==> src/core/pdcap_pkg.sv <==
package pdcap_pkg;

    localparam logic [31:0] PDCAP_DEVCAP_OFFSET = 32'h0000_0044;

    // Field positions
    localparam int PDCAP_MPS_LSB   = 0;
    localparam int PDCAP_PFS_LSB   = 3;
    localparam int PDCAP_EXTENDED_TAG_SUPPORTED_BIT  = 5;
    localparam int PDCAP_SHL_LSB   = 6;
    localparam int PDCAP_DPL_LSB   = 9;
    localparam int PDCAP_ABP_BIT   = 12;
    localparam int PDCAP_AIP_BIT   = 13;
    localparam int PDCAP_PIP_BIT   = 14;
    localparam int PDCAP_RBE_BIT   = 15;
    localparam int PDCAP_SPV_LSB   = 18;
    localparam int PDCAP_SPS_LSB   = 26;

    // Offset of the lock register, bit 0 locks the writable fields
    localparam logic [31:0] PDCAP_LOCK_OFFSET = 32'h0000_0048;

    // Reset values
    localparam logic [2:0] PDCAP_MPS_RESET  = 3'h1;
    localparam logic       PDCAP_EXTENDED_TAG_SUPPORTED_RESET = 1'b1;
    localparam logic [1:0] PDCAP_PFS_VALUE  = 2'h0;
    localparam logic [2:0] PDCAP_LAT_VALUE  = 3'h0;
    localparam logic       PDCAP_IND_VALUE  = 1'b0;
    localparam logic       PDCAP_RBE_VALUE  = 1'b1;
    localparam logic [7:0] PDCAP_SPV_RESET  = 8'h00;
    localparam logic [1:0] PDCAP_SPS_RESET  = 2'h0;

    // AHB codes
    localparam logic [1:0] PDCAP_HTRANS_NONSEQ = 2'h2;
    localparam logic [1:0] PDCAP_HTRANS_SEQ    = 2'h3;

    typedef struct packed {
        logic       valid;
        logic [7:0] value;
        logic [1:0] scale;
    } pdcap_spl_msg_t;

    typedef enum logic {
        PDCAP_IDLE,
        PDCAP_DATA
    } pdcap_phase_t;

endpackage

==> src/core/pdcap_regs.sv <==
module pdcap_regs #(
    parameter bit IS_UPSTREAM = 1'b1
) (
    input  wire logic                     sys_clk,
    input  wire logic                     resetn,
    input  wire logic                     clk_en,
    input  wire logic                     hsel,
    input  wire logic [31:0]              haddr,
    input  wire logic [1:0]               htrans,
    input  wire logic                     hwrite,
    input  wire logic [2:0]               hsize,
    input  wire logic [31:0]              hwdata,
    input  wire logic                     hready,
    input  wire pdcap_pkg::pdcap_spl_msg_t spl_msg,
    output logic [31:0]                   hrdata,
    output logic                          hreadyout,
    output logic                          hresp,
    output logic [31:0]                   device_capabilities
);
    import pdcap_pkg::*;

    logic [2:0]   mps_reg;
    logic         extended_tag_supported_reg;
    logic         lock_reg;
    logic [7:0]   spv_reg;
    logic [1:0]   sps_reg;
    logic [31:0]  dcap_reg;
    logic [31:0]  rdata_reg;
    logic         wr_pend_reg;
    logic [31:0]  wr_addr_reg;
    pdcap_phase_t phase_reg;
    logic [31:0]  dcap_next;
    logic         addr_ok;
    logic         ready_reg;
    logic         resp_reg;

    assign addr_ok = hsel && hready && htrans[1];

    function automatic logic [31:0] pack_dcap(
        input logic [2:0] mps,
        input logic       extended_tag_supported,
        input logic [7:0] spv,
        input logic [1:0] sps
    );
        logic [31:0] v;
        v = 32'h0000_0000;
        v[PDCAP_MPS_LSB +: 3] = mps;
        v[PDCAP_PFS_LSB +: 2] = PDCAP_PFS_VALUE;
        v[PDCAP_EXTENDED_TAG_SUPPORTED_BIT] = extended_tag_supported;
        v[PDCAP_SHL_LSB +: 3] = PDCAP_LAT_VALUE;
        v[PDCAP_DPL_LSB +: 3] = PDCAP_LAT_VALUE;
        v[PDCAP_ABP_BIT] = PDCAP_IND_VALUE;
        v[PDCAP_AIP_BIT] = PDCAP_IND_VALUE;
        v[PDCAP_PIP_BIT] = PDCAP_IND_VALUE;
        v[PDCAP_RBE_BIT] = PDCAP_RBE_VALUE;
        v[PDCAP_SPV_LSB +: 8] = spv;
        v[PDCAP_SPS_LSB +: 2] = sps;
        return v;
    endfunction

    // Data phase tracking; zero wait states
    always_ff @(posedge sys_clk)
    begin
        if (!resetn)
        begin
            phase_reg   <= PDCAP_IDLE;
            wr_pend_reg <= 1'b0;
            wr_addr_reg <= 32'h0000_0000;
        end
        else if (clk_en)
        begin
            if (hready)
            begin
                phase_reg   <= addr_ok ? PDCAP_DATA : PDCAP_IDLE;
                wr_pend_reg <= addr_ok && hwrite;
                wr_addr_reg <= haddr;
            end
        end
    end

    // Writable fields; lock freezes them
    always_ff @(posedge sys_clk)
    begin
        if (!resetn)
        begin
            mps_reg  <= PDCAP_MPS_RESET;
            extended_tag_supported_reg <= PDCAP_EXTENDED_TAG_SUPPORTED_RESET;
            lock_reg <= 1'b0;
        end
        else if (clk_en && wr_pend_reg)
        begin
            if (wr_addr_reg[7:2] == PDCAP_DEVCAP_OFFSET[7:2] && !lock_reg)
            begin
                mps_reg  <= hwdata[PDCAP_MPS_LSB +: 3];
                extended_tag_supported_reg <= hwdata[PDCAP_EXTENDED_TAG_SUPPORTED_BIT];
            end
            if (wr_addr_reg[7:2] == PDCAP_LOCK_OFFSET[7:2])
            begin
                // Lock is one-way until reset
                lock_reg <= lock_reg | hwdata[0];
            end
        end
    end

    // Slot power capture; downstream ports never update
    always_ff @(posedge sys_clk)
    begin
        if (!resetn)
        begin
            spv_reg <= PDCAP_SPV_RESET;
            sps_reg <= PDCAP_SPS_RESET;
        end
        else if (clk_en && IS_UPSTREAM && spl_msg.valid)
        begin
            spv_reg <= spl_msg.value;
            sps_reg <= spl_msg.scale;
        end
    end

    assign dcap_next = pack_dcap(mps_reg, extended_tag_supported_reg, spv_reg, sps_reg);

    always_ff @(posedge sys_clk)
    begin
        if (!resetn)
        begin
            dcap_reg <= pack_dcap(PDCAP_MPS_RESET, PDCAP_EXTENDED_TAG_SUPPORTED_RESET,
                                  PDCAP_SPV_RESET, PDCAP_SPS_RESET);
        end
        else if (clk_en)
        begin
            dcap_reg <= dcap_next;
        end
    end

    // Read data registered at address phase; unmapped reads zero
    always_ff @(posedge sys_clk)
    begin
        if (!resetn)
        begin
            rdata_reg <= 32'h0000_0000;
        end
        else if (clk_en && addr_ok && !hwrite)
        begin
            if (haddr[7:2] == PDCAP_DEVCAP_OFFSET[7:2])
                rdata_reg <= dcap_next;
            else if (haddr[7:2] == PDCAP_LOCK_OFFSET[7:2])
                rdata_reg <= {31'h0000_0000, lock_reg};
            else
                rdata_reg <= 32'h0000_0000;
        end
    end

    // Bus answer from flops; never a wait state, never an error
    always_ff @(posedge sys_clk)
    begin
        if (!resetn)
        begin
            ready_reg <= 1'b1;
            resp_reg  <= 1'b0;
        end
        else if (clk_en)
        begin
            ready_reg <= 1'b1;
            resp_reg  <= 1'b0;
        end
    end

    assign hrdata              = rdata_reg;
    assign hreadyout           = ready_reg;
    assign hresp               = resp_reg;
    assign device_capabilities = dcap_reg;

    property p_fixed_zero;
        @(posedge sys_clk) disable iff (!resetn)
        (device_capabilities[17:3] & 15'h6ffb) == 15'h0000;
    endproperty
    a_fixed_zero: assert property (p_fixed_zero)
        else $error("fixed zero fields nonzero");

    property p_phantom;
        @(posedge sys_clk) disable iff (!resetn)
        device_capabilities[4:3] == 2'h0;
    endproperty
    a_phantom: assert property (p_phantom)
        else $error("phantom field nonzero");

    property p_shallow;
        @(posedge sys_clk) disable iff (!resetn)
        device_capabilities[8:6] == 3'h0;
    endproperty
    a_shallow: assert property (p_shallow)
        else $error("shallow latency field nonzero");

    property p_deep;
        @(posedge sys_clk) disable iff (!resetn)
        device_capabilities[11:9] == 3'h0;
    endproperty
    a_deep: assert property (p_deep)
        else $error("deep latency field nonzero");

    property p_ind;
        @(posedge sys_clk) disable iff (!resetn)
        device_capabilities[14:12] == 3'h0;
    endproperty
    a_ind: assert property (p_ind)
        else $error("indicator bits nonzero");

    property p_rbe;
        @(posedge sys_clk) disable iff (!resetn)
        device_capabilities[15] == 1'b1;
    endproperty
    a_rbe: assert property (p_rbe)
        else $error("role based error bit clear");

    property p_rsv;
        @(posedge sys_clk) disable iff (!resetn)
        device_capabilities[17:16] == 2'h0 &&
        device_capabilities[31:28] == 4'h0;
    endproperty
    a_rsv: assert property (p_rsv)
        else $error("reserved bits nonzero");

    property p_capture_value;
        @(posedge sys_clk) disable iff (!resetn)
        clk_en && IS_UPSTREAM && spl_msg.valid ##1 clk_en |=>
        device_capabilities[25:18] == $past(spl_msg.value, 2);
    endproperty
    a_capture_value: assert property (p_capture_value)
        else $error("slot power value not captured");

    property p_capture_scale;
        @(posedge sys_clk) disable iff (!resetn)
        clk_en && IS_UPSTREAM && spl_msg.valid ##1 clk_en |=>
        device_capabilities[27:26] == $past(spl_msg.scale, 2);
    endproperty
    a_capture_scale: assert property (p_capture_scale)
        else $error("slot power scale not captured");

    property p_down_zero;
        @(posedge sys_clk) disable iff (!resetn)
        !IS_UPSTREAM |-> device_capabilities[27:18] == 10'h000;
    endproperty
    a_down_zero: assert property (p_down_zero)
        else $error("downstream slot power nonzero");

    property p_locked;
        @(posedge sys_clk) disable iff (!resetn)
        lock_reg && clk_en |=> $stable(mps_reg);
    endproperty
    a_locked: assert property (p_locked)
        else $error("locked payload field changed");

    property p_extended_tag_supported_locked;
        @(posedge sys_clk) disable iff (!resetn)
        lock_reg && clk_en |=> $stable(extended_tag_supported_reg);
    endproperty
    a_extended_tag_supported_locked: assert property (p_extended_tag_supported_locked)
        else $error("locked tag bit changed");

    property p_lock_sticky;
        @(posedge sys_clk) disable iff (!resetn)
        lock_reg |=> lock_reg;
    endproperty
    a_lock_sticky: assert property (p_lock_sticky)
        else $error("lock released without reset");

    property p_write_mps;
        @(posedge sys_clk) disable iff (!resetn)
        clk_en && wr_pend_reg && !lock_reg &&
        wr_addr_reg[7:2] == PDCAP_DEVCAP_OFFSET[7:2] |=>
        mps_reg == $past(hwdata[PDCAP_MPS_LSB +: 3]);
    endproperty
    a_write_mps: assert property (p_write_mps)
        else $error("payload field write lost");

    property p_write_extended_tag_supported;
        @(posedge sys_clk) disable iff (!resetn)
        clk_en && wr_pend_reg && !lock_reg &&
        wr_addr_reg[7:2] == PDCAP_DEVCAP_OFFSET[7:2] |=>
        extended_tag_supported_reg == $past(hwdata[PDCAP_EXTENDED_TAG_SUPPORTED_BIT]);
    endproperty
    a_write_extended_tag_supported: assert property (p_write_extended_tag_supported)
        else $error("tag bit write lost");

    property p_image;
        @(posedge sys_clk) disable iff (!resetn)
        clk_en |=> device_capabilities == $past(dcap_next);
    endproperty
    a_image: assert property (p_image)
        else $error("register image not refreshed");

    property p_read;
        @(posedge sys_clk) disable iff (!resetn)
        clk_en && addr_ok && !hwrite &&
        haddr[7:2] == PDCAP_DEVCAP_OFFSET[7:2] |=>
        hrdata[15] && hrdata == $past(dcap_next);
    endproperty
    a_read: assert property (p_read)
        else $error("read of capabilities wrong");

    property p_read_lock;
        @(posedge sys_clk) disable iff (!resetn)
        clk_en && addr_ok && !hwrite &&
        haddr[7:2] == PDCAP_LOCK_OFFSET[7:2] |=>
        hrdata == {31'h0000_0000, $past(lock_reg)};
    endproperty
    a_read_lock: assert property (p_read_lock)
        else $error("read of lock wrong");

    property p_read_unmapped;
        @(posedge sys_clk) disable iff (!resetn)
        clk_en && addr_ok && !hwrite &&
        haddr[7:2] != PDCAP_DEVCAP_OFFSET[7:2] &&
        haddr[7:2] != PDCAP_LOCK_OFFSET[7:2] |=> hrdata == 32'h0000_0000;
    endproperty
    a_read_unmapped: assert property (p_read_unmapped)
        else $error("unmapped read nonzero");

    property p_okay;
        @(posedge sys_clk) disable iff (!resetn)
        hreadyout && !hresp;
    endproperty
    a_okay: assert property (p_okay)
        else $error("bus answer not ready and okay");

    c_read: cover property (@(posedge sys_clk) disable iff (!resetn)
        addr_ok && !hwrite);
    c_write: cover property (@(posedge sys_clk) disable iff (!resetn)
        wr_pend_reg && !lock_reg);
    c_msg: cover property (@(posedge sys_clk) disable iff (!resetn)
        spl_msg.valid && IS_UPSTREAM);
    c_lock: cover property (@(posedge sys_clk) disable iff (!resetn)
        $rose(lock_reg));

endmodule

==> config.mk <==
export PLATFORM = sky130hd
export DESIGN_NAME = pdcap_regs
export DESIGN_NICKNAME = d
export VERILOG_FILES = /design/src/core/pdcap_pkg.sv /design/src/core/pdcap_regs.sv
export SDC_FILE = /design/constraint.sdc
export NUM_CORES = 1
export LEC_CHECK = 0
export ABC_AREA = 0
export BUFFER_PORTS_ARGS = -buffer_cell sky130_fd_sc_hd__buf_2
export CAP_MARGIN = 5
export CORE_UTILIZATION = 30
export DETAILED_ROUTE_END_ITERATION = 6
export GPL_ROUTABILITY_DRIVEN = 1
export PLACE_DENSITY = 0.61
export SYNTH_ARGS = -nofsm -noshare
export SYNTH_HDL_FRONTEND = slang
export SYNTH_SLANG_ARGS = --single-unit
==> constraint.sdc <==
create_clock -name sys_clk -period 2.33 [get_ports sys_clk]
set_clock_uncertainty 0.15 [all_clocks]
set_input_delay 0.466 -clock sys_clk [delete_from_list [all_inputs] [get_ports sys_clk]]
set_output_delay 0.466 -clock sys_clk [all_outputs]
set_load 0.02 [all_outputs]
# --- Yosys cells after proc, flatten, opt, wreduce, memory -nomap -nowiden ---
# Cells that the tools add are included.
# Widths: inputs -> output; s select.
word_totals:
  ff_bits: 70
  latch_bits: 0
  ramBits: 0
  mem_bits_ro: 0
  elab_cells: 29
  memories: 0
classes:
  addsub: 0
  mul: 0
  div_mod_pow: 0
  n_lt_le_gt_ge: 0
  eq_ne: 4
  shifts: 0
  mux: 2
  bitwise_logic: 1
  reduce_logical: 13
ops:
  columns: ["cell", "n"]
  rows:
  - ["$mux 28", 1]
  - ["$eq 6x5->1 const B", 4]
  - ["$logic_and 1x1->1", 8]
  - ["$reduce_and 2->1", 3]
  - ["$logic_not 1->1", 2]
  - ["$mux 1", 1]
  - ["$or 1x1->1", 1]

# --- Logic depth before layout (Yosys ltp) ---
depth:
  ltp_word: 4
  ltp_mapped: 5
  mapped_depth_nobuf: 3

# --- Worst setup path before layout ---
# No wires, ideal clock.
synth_path:
  kind: "input to register"
  start: "in clk_en"
  end: "reg extended_tag_supported_reg"
  setup_time_ns: 0.072
  arrival_time_ns: 1.271
  required_time_ns: 2.108
  slack_ns: 0.837
  path_stages: 4
  cell_sequence: "buf_4 > nand4bb_4 > nor4_4 > mux2i_1"
synth_between:
  elab_chain_cells: 2
synth_lines:
  columns: ["item", "line_no", "text"]
  rows:
  - ["start: declaration", "pdcap_regs.sv:6", "input wire logic clk_en,"]
  - ["$logic_and 1x1->1", "pdcap_regs.sv:90", "else if (clk_en && wr_pend_reg)"]
  - ["$reduce_and 2->1 (no line)", null, null]
  - ["end signal: assignment", "pdcap_regs.sv:95", "extended_tag_supported_reg <= hwdata[PDCAP_EXTENDED_TAG_SUPPORTED_BIT];"]
  - ["end: declaration", "pdcap_regs.sv:23", "logic extended_tag_supported_reg;"]
# Every way passes these cells.
# A chain may end at the register's enable or synchronous reset.

# --- Final worst setup path ---
layout_path:
  start: "in haddr[7]"
  end: "reg rdata_reg[1] (netlist: hrdata[1])"
layout_between:
  elab_chain_cells: 2
layout_lines:
  columns: ["item", "line_no", "text"]
  rows:
  - ["start: declaration", "pdcap_regs.sv:8", "input wire logic [31:0] haddr,"]
  - ["$eq 6x5->1", "pdcap_regs.sv:144", "if (haddr[7:2] == PDCAP_DEVCAP_OFFSET[7:2])"]
  - ["$mux 28", "pdcap_regs.sv:144", null]
  - ["end signal: assignment", "pdcap_regs.sv:145", "rdata_reg <= dcap_next;"]
  - ["end signal: assignment", "pdcap_regs.sv:147", "rdata_reg <= {31'h0000_0000, lock_reg};"]
  - ["end: declaration", "pdcap_regs.sv:28", "logic [31:0] rdata_reg;"]
# Every way passes these cells.

==> reports/metrics.cfg <==
[outcome]
status=finished clean

[setup_path]
crit_path_end_kind=flip-flop
r2r_slack_ns=0.88
cp_data_arrival_time_ns=1.62
rr_worst_depth=3
reg2reg_to=mps_reg[1]
required_ns=2.39
r2r-start=wr_addr_reg[5]
cp-start-kind=primary input
critPathMaxFanout=14
critPathKind=in2reg

[min_path]
hold_depth=3
hold_start=spl_msg[2]
whs_endpoint=spv_reg[0]
hold_class=in2reg

[cells_and_area]
design_area_sq_um=2540
diodes=0
area_growth_pct=14.2
utilization=0.352
drive_gt1_frac=0.233
nets=394
largest_reg_flops=15
fillers=791

[cts]
cts_sinks=51
cts_buffers=5
holdBufCountCts=0
cts.path.max_buffers=2
clk_pin_slew_worst_paths_ns=0.09
post_cts_buffers=0
cts_resized=0
clk_latency_ns=0.30
cts_tree=built
root_buffer=clkbuf_8
cts.htree.levels=2

[drt]
wire_per_inst_um=11.6
firstDrtPassIters=4
route.vias.total=1730
first_iter_violations=54
wl_mm=4.75
ant_nets=0
vias_per_cell=4.24
drc=0

[power_and_ir_drop]
p_leak_nw=1.13
power.density_nw_per_um2=616
ir_drop_v=0.000234

[global_route]
use_met3=0.0264
grt.overflow.total=0
grt_usage=0.126
met1_usage=0.176
grt_use_met2=0.189
grt_max_degree=32
grt_antenna_before_repair=0
grt_pass1_wl_mm=7.45
grt_pass1_vias=1509
grt_busiest_layer=met2

[floorplan]
io_pins=152
die_width_um=88.1
fp.coreArea_sq_um=7210
row_count=31
dieArea_sq_um=7760
initial_core_util=0.308
fp.dieH_um=88.1

[sta]
min_period_ns=1.55
rsz0062_at_grt=false
finalHoldViolCount=0
fin_crit_sh=0.666
fin_tns_setup_ns=0
finalSetupViolCount=0
drv_slew=0
fmax_mhz=644

[placed_design]
numPortBuffers=56
gp_congestion=0.697
dp_hpwl_mm=3.49
post_dp_cell_area_sq_um=2450

[synth]
yosysUniqueCellTypes=28
syn_area_sq_um=2220
syn_inst=255
ys_ff_latch=51
yosysWarnings=0
synth_area_leader_cell=dfxtp_1
syn_avg_cell_area_sq_um=8.72
yosys-top-cells-area=dfxtp_1 46%, buf_4 14%, nand2_1 10%
yosysTopAreaCellShare=0.459
ys_seq_area_frac=0.459

[flow_run]
cap_violations=0

-- worst max-delay path by stage --
stage | endpoint | slack, ns | depth (start not counted) | start
6_report | hrdata[1] | 0.78 | 4 | haddr[7]
4_1_cts | hrdata[15] | 0.76 | 4 | haddr[7]
5_1_grt | hrdata[2] | 0.65 | 4 | haddr[7]
2_1_floorplan | extended_tag_supported_reg | 0.84 | 4 | clk_en
3_5_place_dp | hrdata[15] | 0.43 | 4 | haddr[7]
3_3_place_gp | hrdata[25] | 0.49 | 4 | haddr[7]
-- worst max-delay path, cell delays in order --
cell and delay [ns]:
buf_2 0.11, nor4b_2 0.38, nand4_2 0.41, o22ai_1 0.24
-- cells by family (layout without fill, tap and decap cells) --
kind of cell / Yosys count / in the layout / share of synthesized area
AND/OR/NAND/NOR: 96 / 96 / 0.207
buffers and inverters: 52 / 71 / 0.158
flip-flops: 51 / 51 / 0.459
AO/OA/AOI/OAI: 36 / 36 / 0.0923
multiplexers: 18 / 18 / 0.0810
other: 2 / 37 / 0.00338
-- Yosys cell counts (all sizes together) --
library cell / n
and3b: 2
conb: 2
nor4: 2
buf: 44
nand3: 6
o21a: 1
a22oi: 1
a21oi: 18
nand4: 2
o2111ai: 1
inv: 1
nor4b: 1
o21ai: 2
nor2b: 1
clkbuf: 6
nand2b: 2
o22ai: 13
dfxtp: 51
clkinv: 1
nand4bb: 1
and4: 1
mux2i: 18
nand2: 59
and2: 1
nor2: 18
-- placed cells by master (no fill, tap or decap), drive strengths merged, types with 6 or more instances in the layout --
master	count
nor2	18
dfxtp	51
clkbuf	6
nand3	6
nand2	59
conb	37
o22ai	13
buf	61
a21oi	18
mux2i	18
-- metal layers --
metal / routed length [um] / part of all wire / vias up
met2: 2150 / 0.45 / 60
met5: 0 / 0 / -
met3: 273 / 0.057 / 5
met4: 68 / 0.014 / 0
met1: 2250 / 0.47 / 783
li1: - / - / 882
-- area by class of cell --
type / instances / area (sq um) / share of cell area
Sequential cell: 51 / 1020 / 0.402
Multi-Input combinational cell: 187 / 983 / 0.387
Timing Repair Buffer: 61 / 318 / 0.125
Tap cell: 99 / 124 / 0.0488
Clock buffer: 6 / 72.6 / 0.0286
Clock inverter: 2 / 12.5 / 0.00493
Inverter: 2 / 7.51 / 0.00296
-- stage by stage --
stage               worst slack (ns)  std cells  power [W]  hold WS [ns]
floorplan                      0.837        290    0.00109         0.281
global placement               0.490        400    0.00109         0.293
detailed placement             0.433        400    0.00109         0.295
CTS                            0.763        408    0.00159         0.238
global route                   0.653        408    0.00165         0.238
finish                         0.778        408    0.00156         0.248
-- power by group --
part | switching, W | internal, W
registers | 0.0000127 | 0.000888
clock network | 0.000280 | 0.000210
logic | 0.000126 | 0.0000479
total | 0.000418 | 0.00115
(Power assumes the default switching activity.)
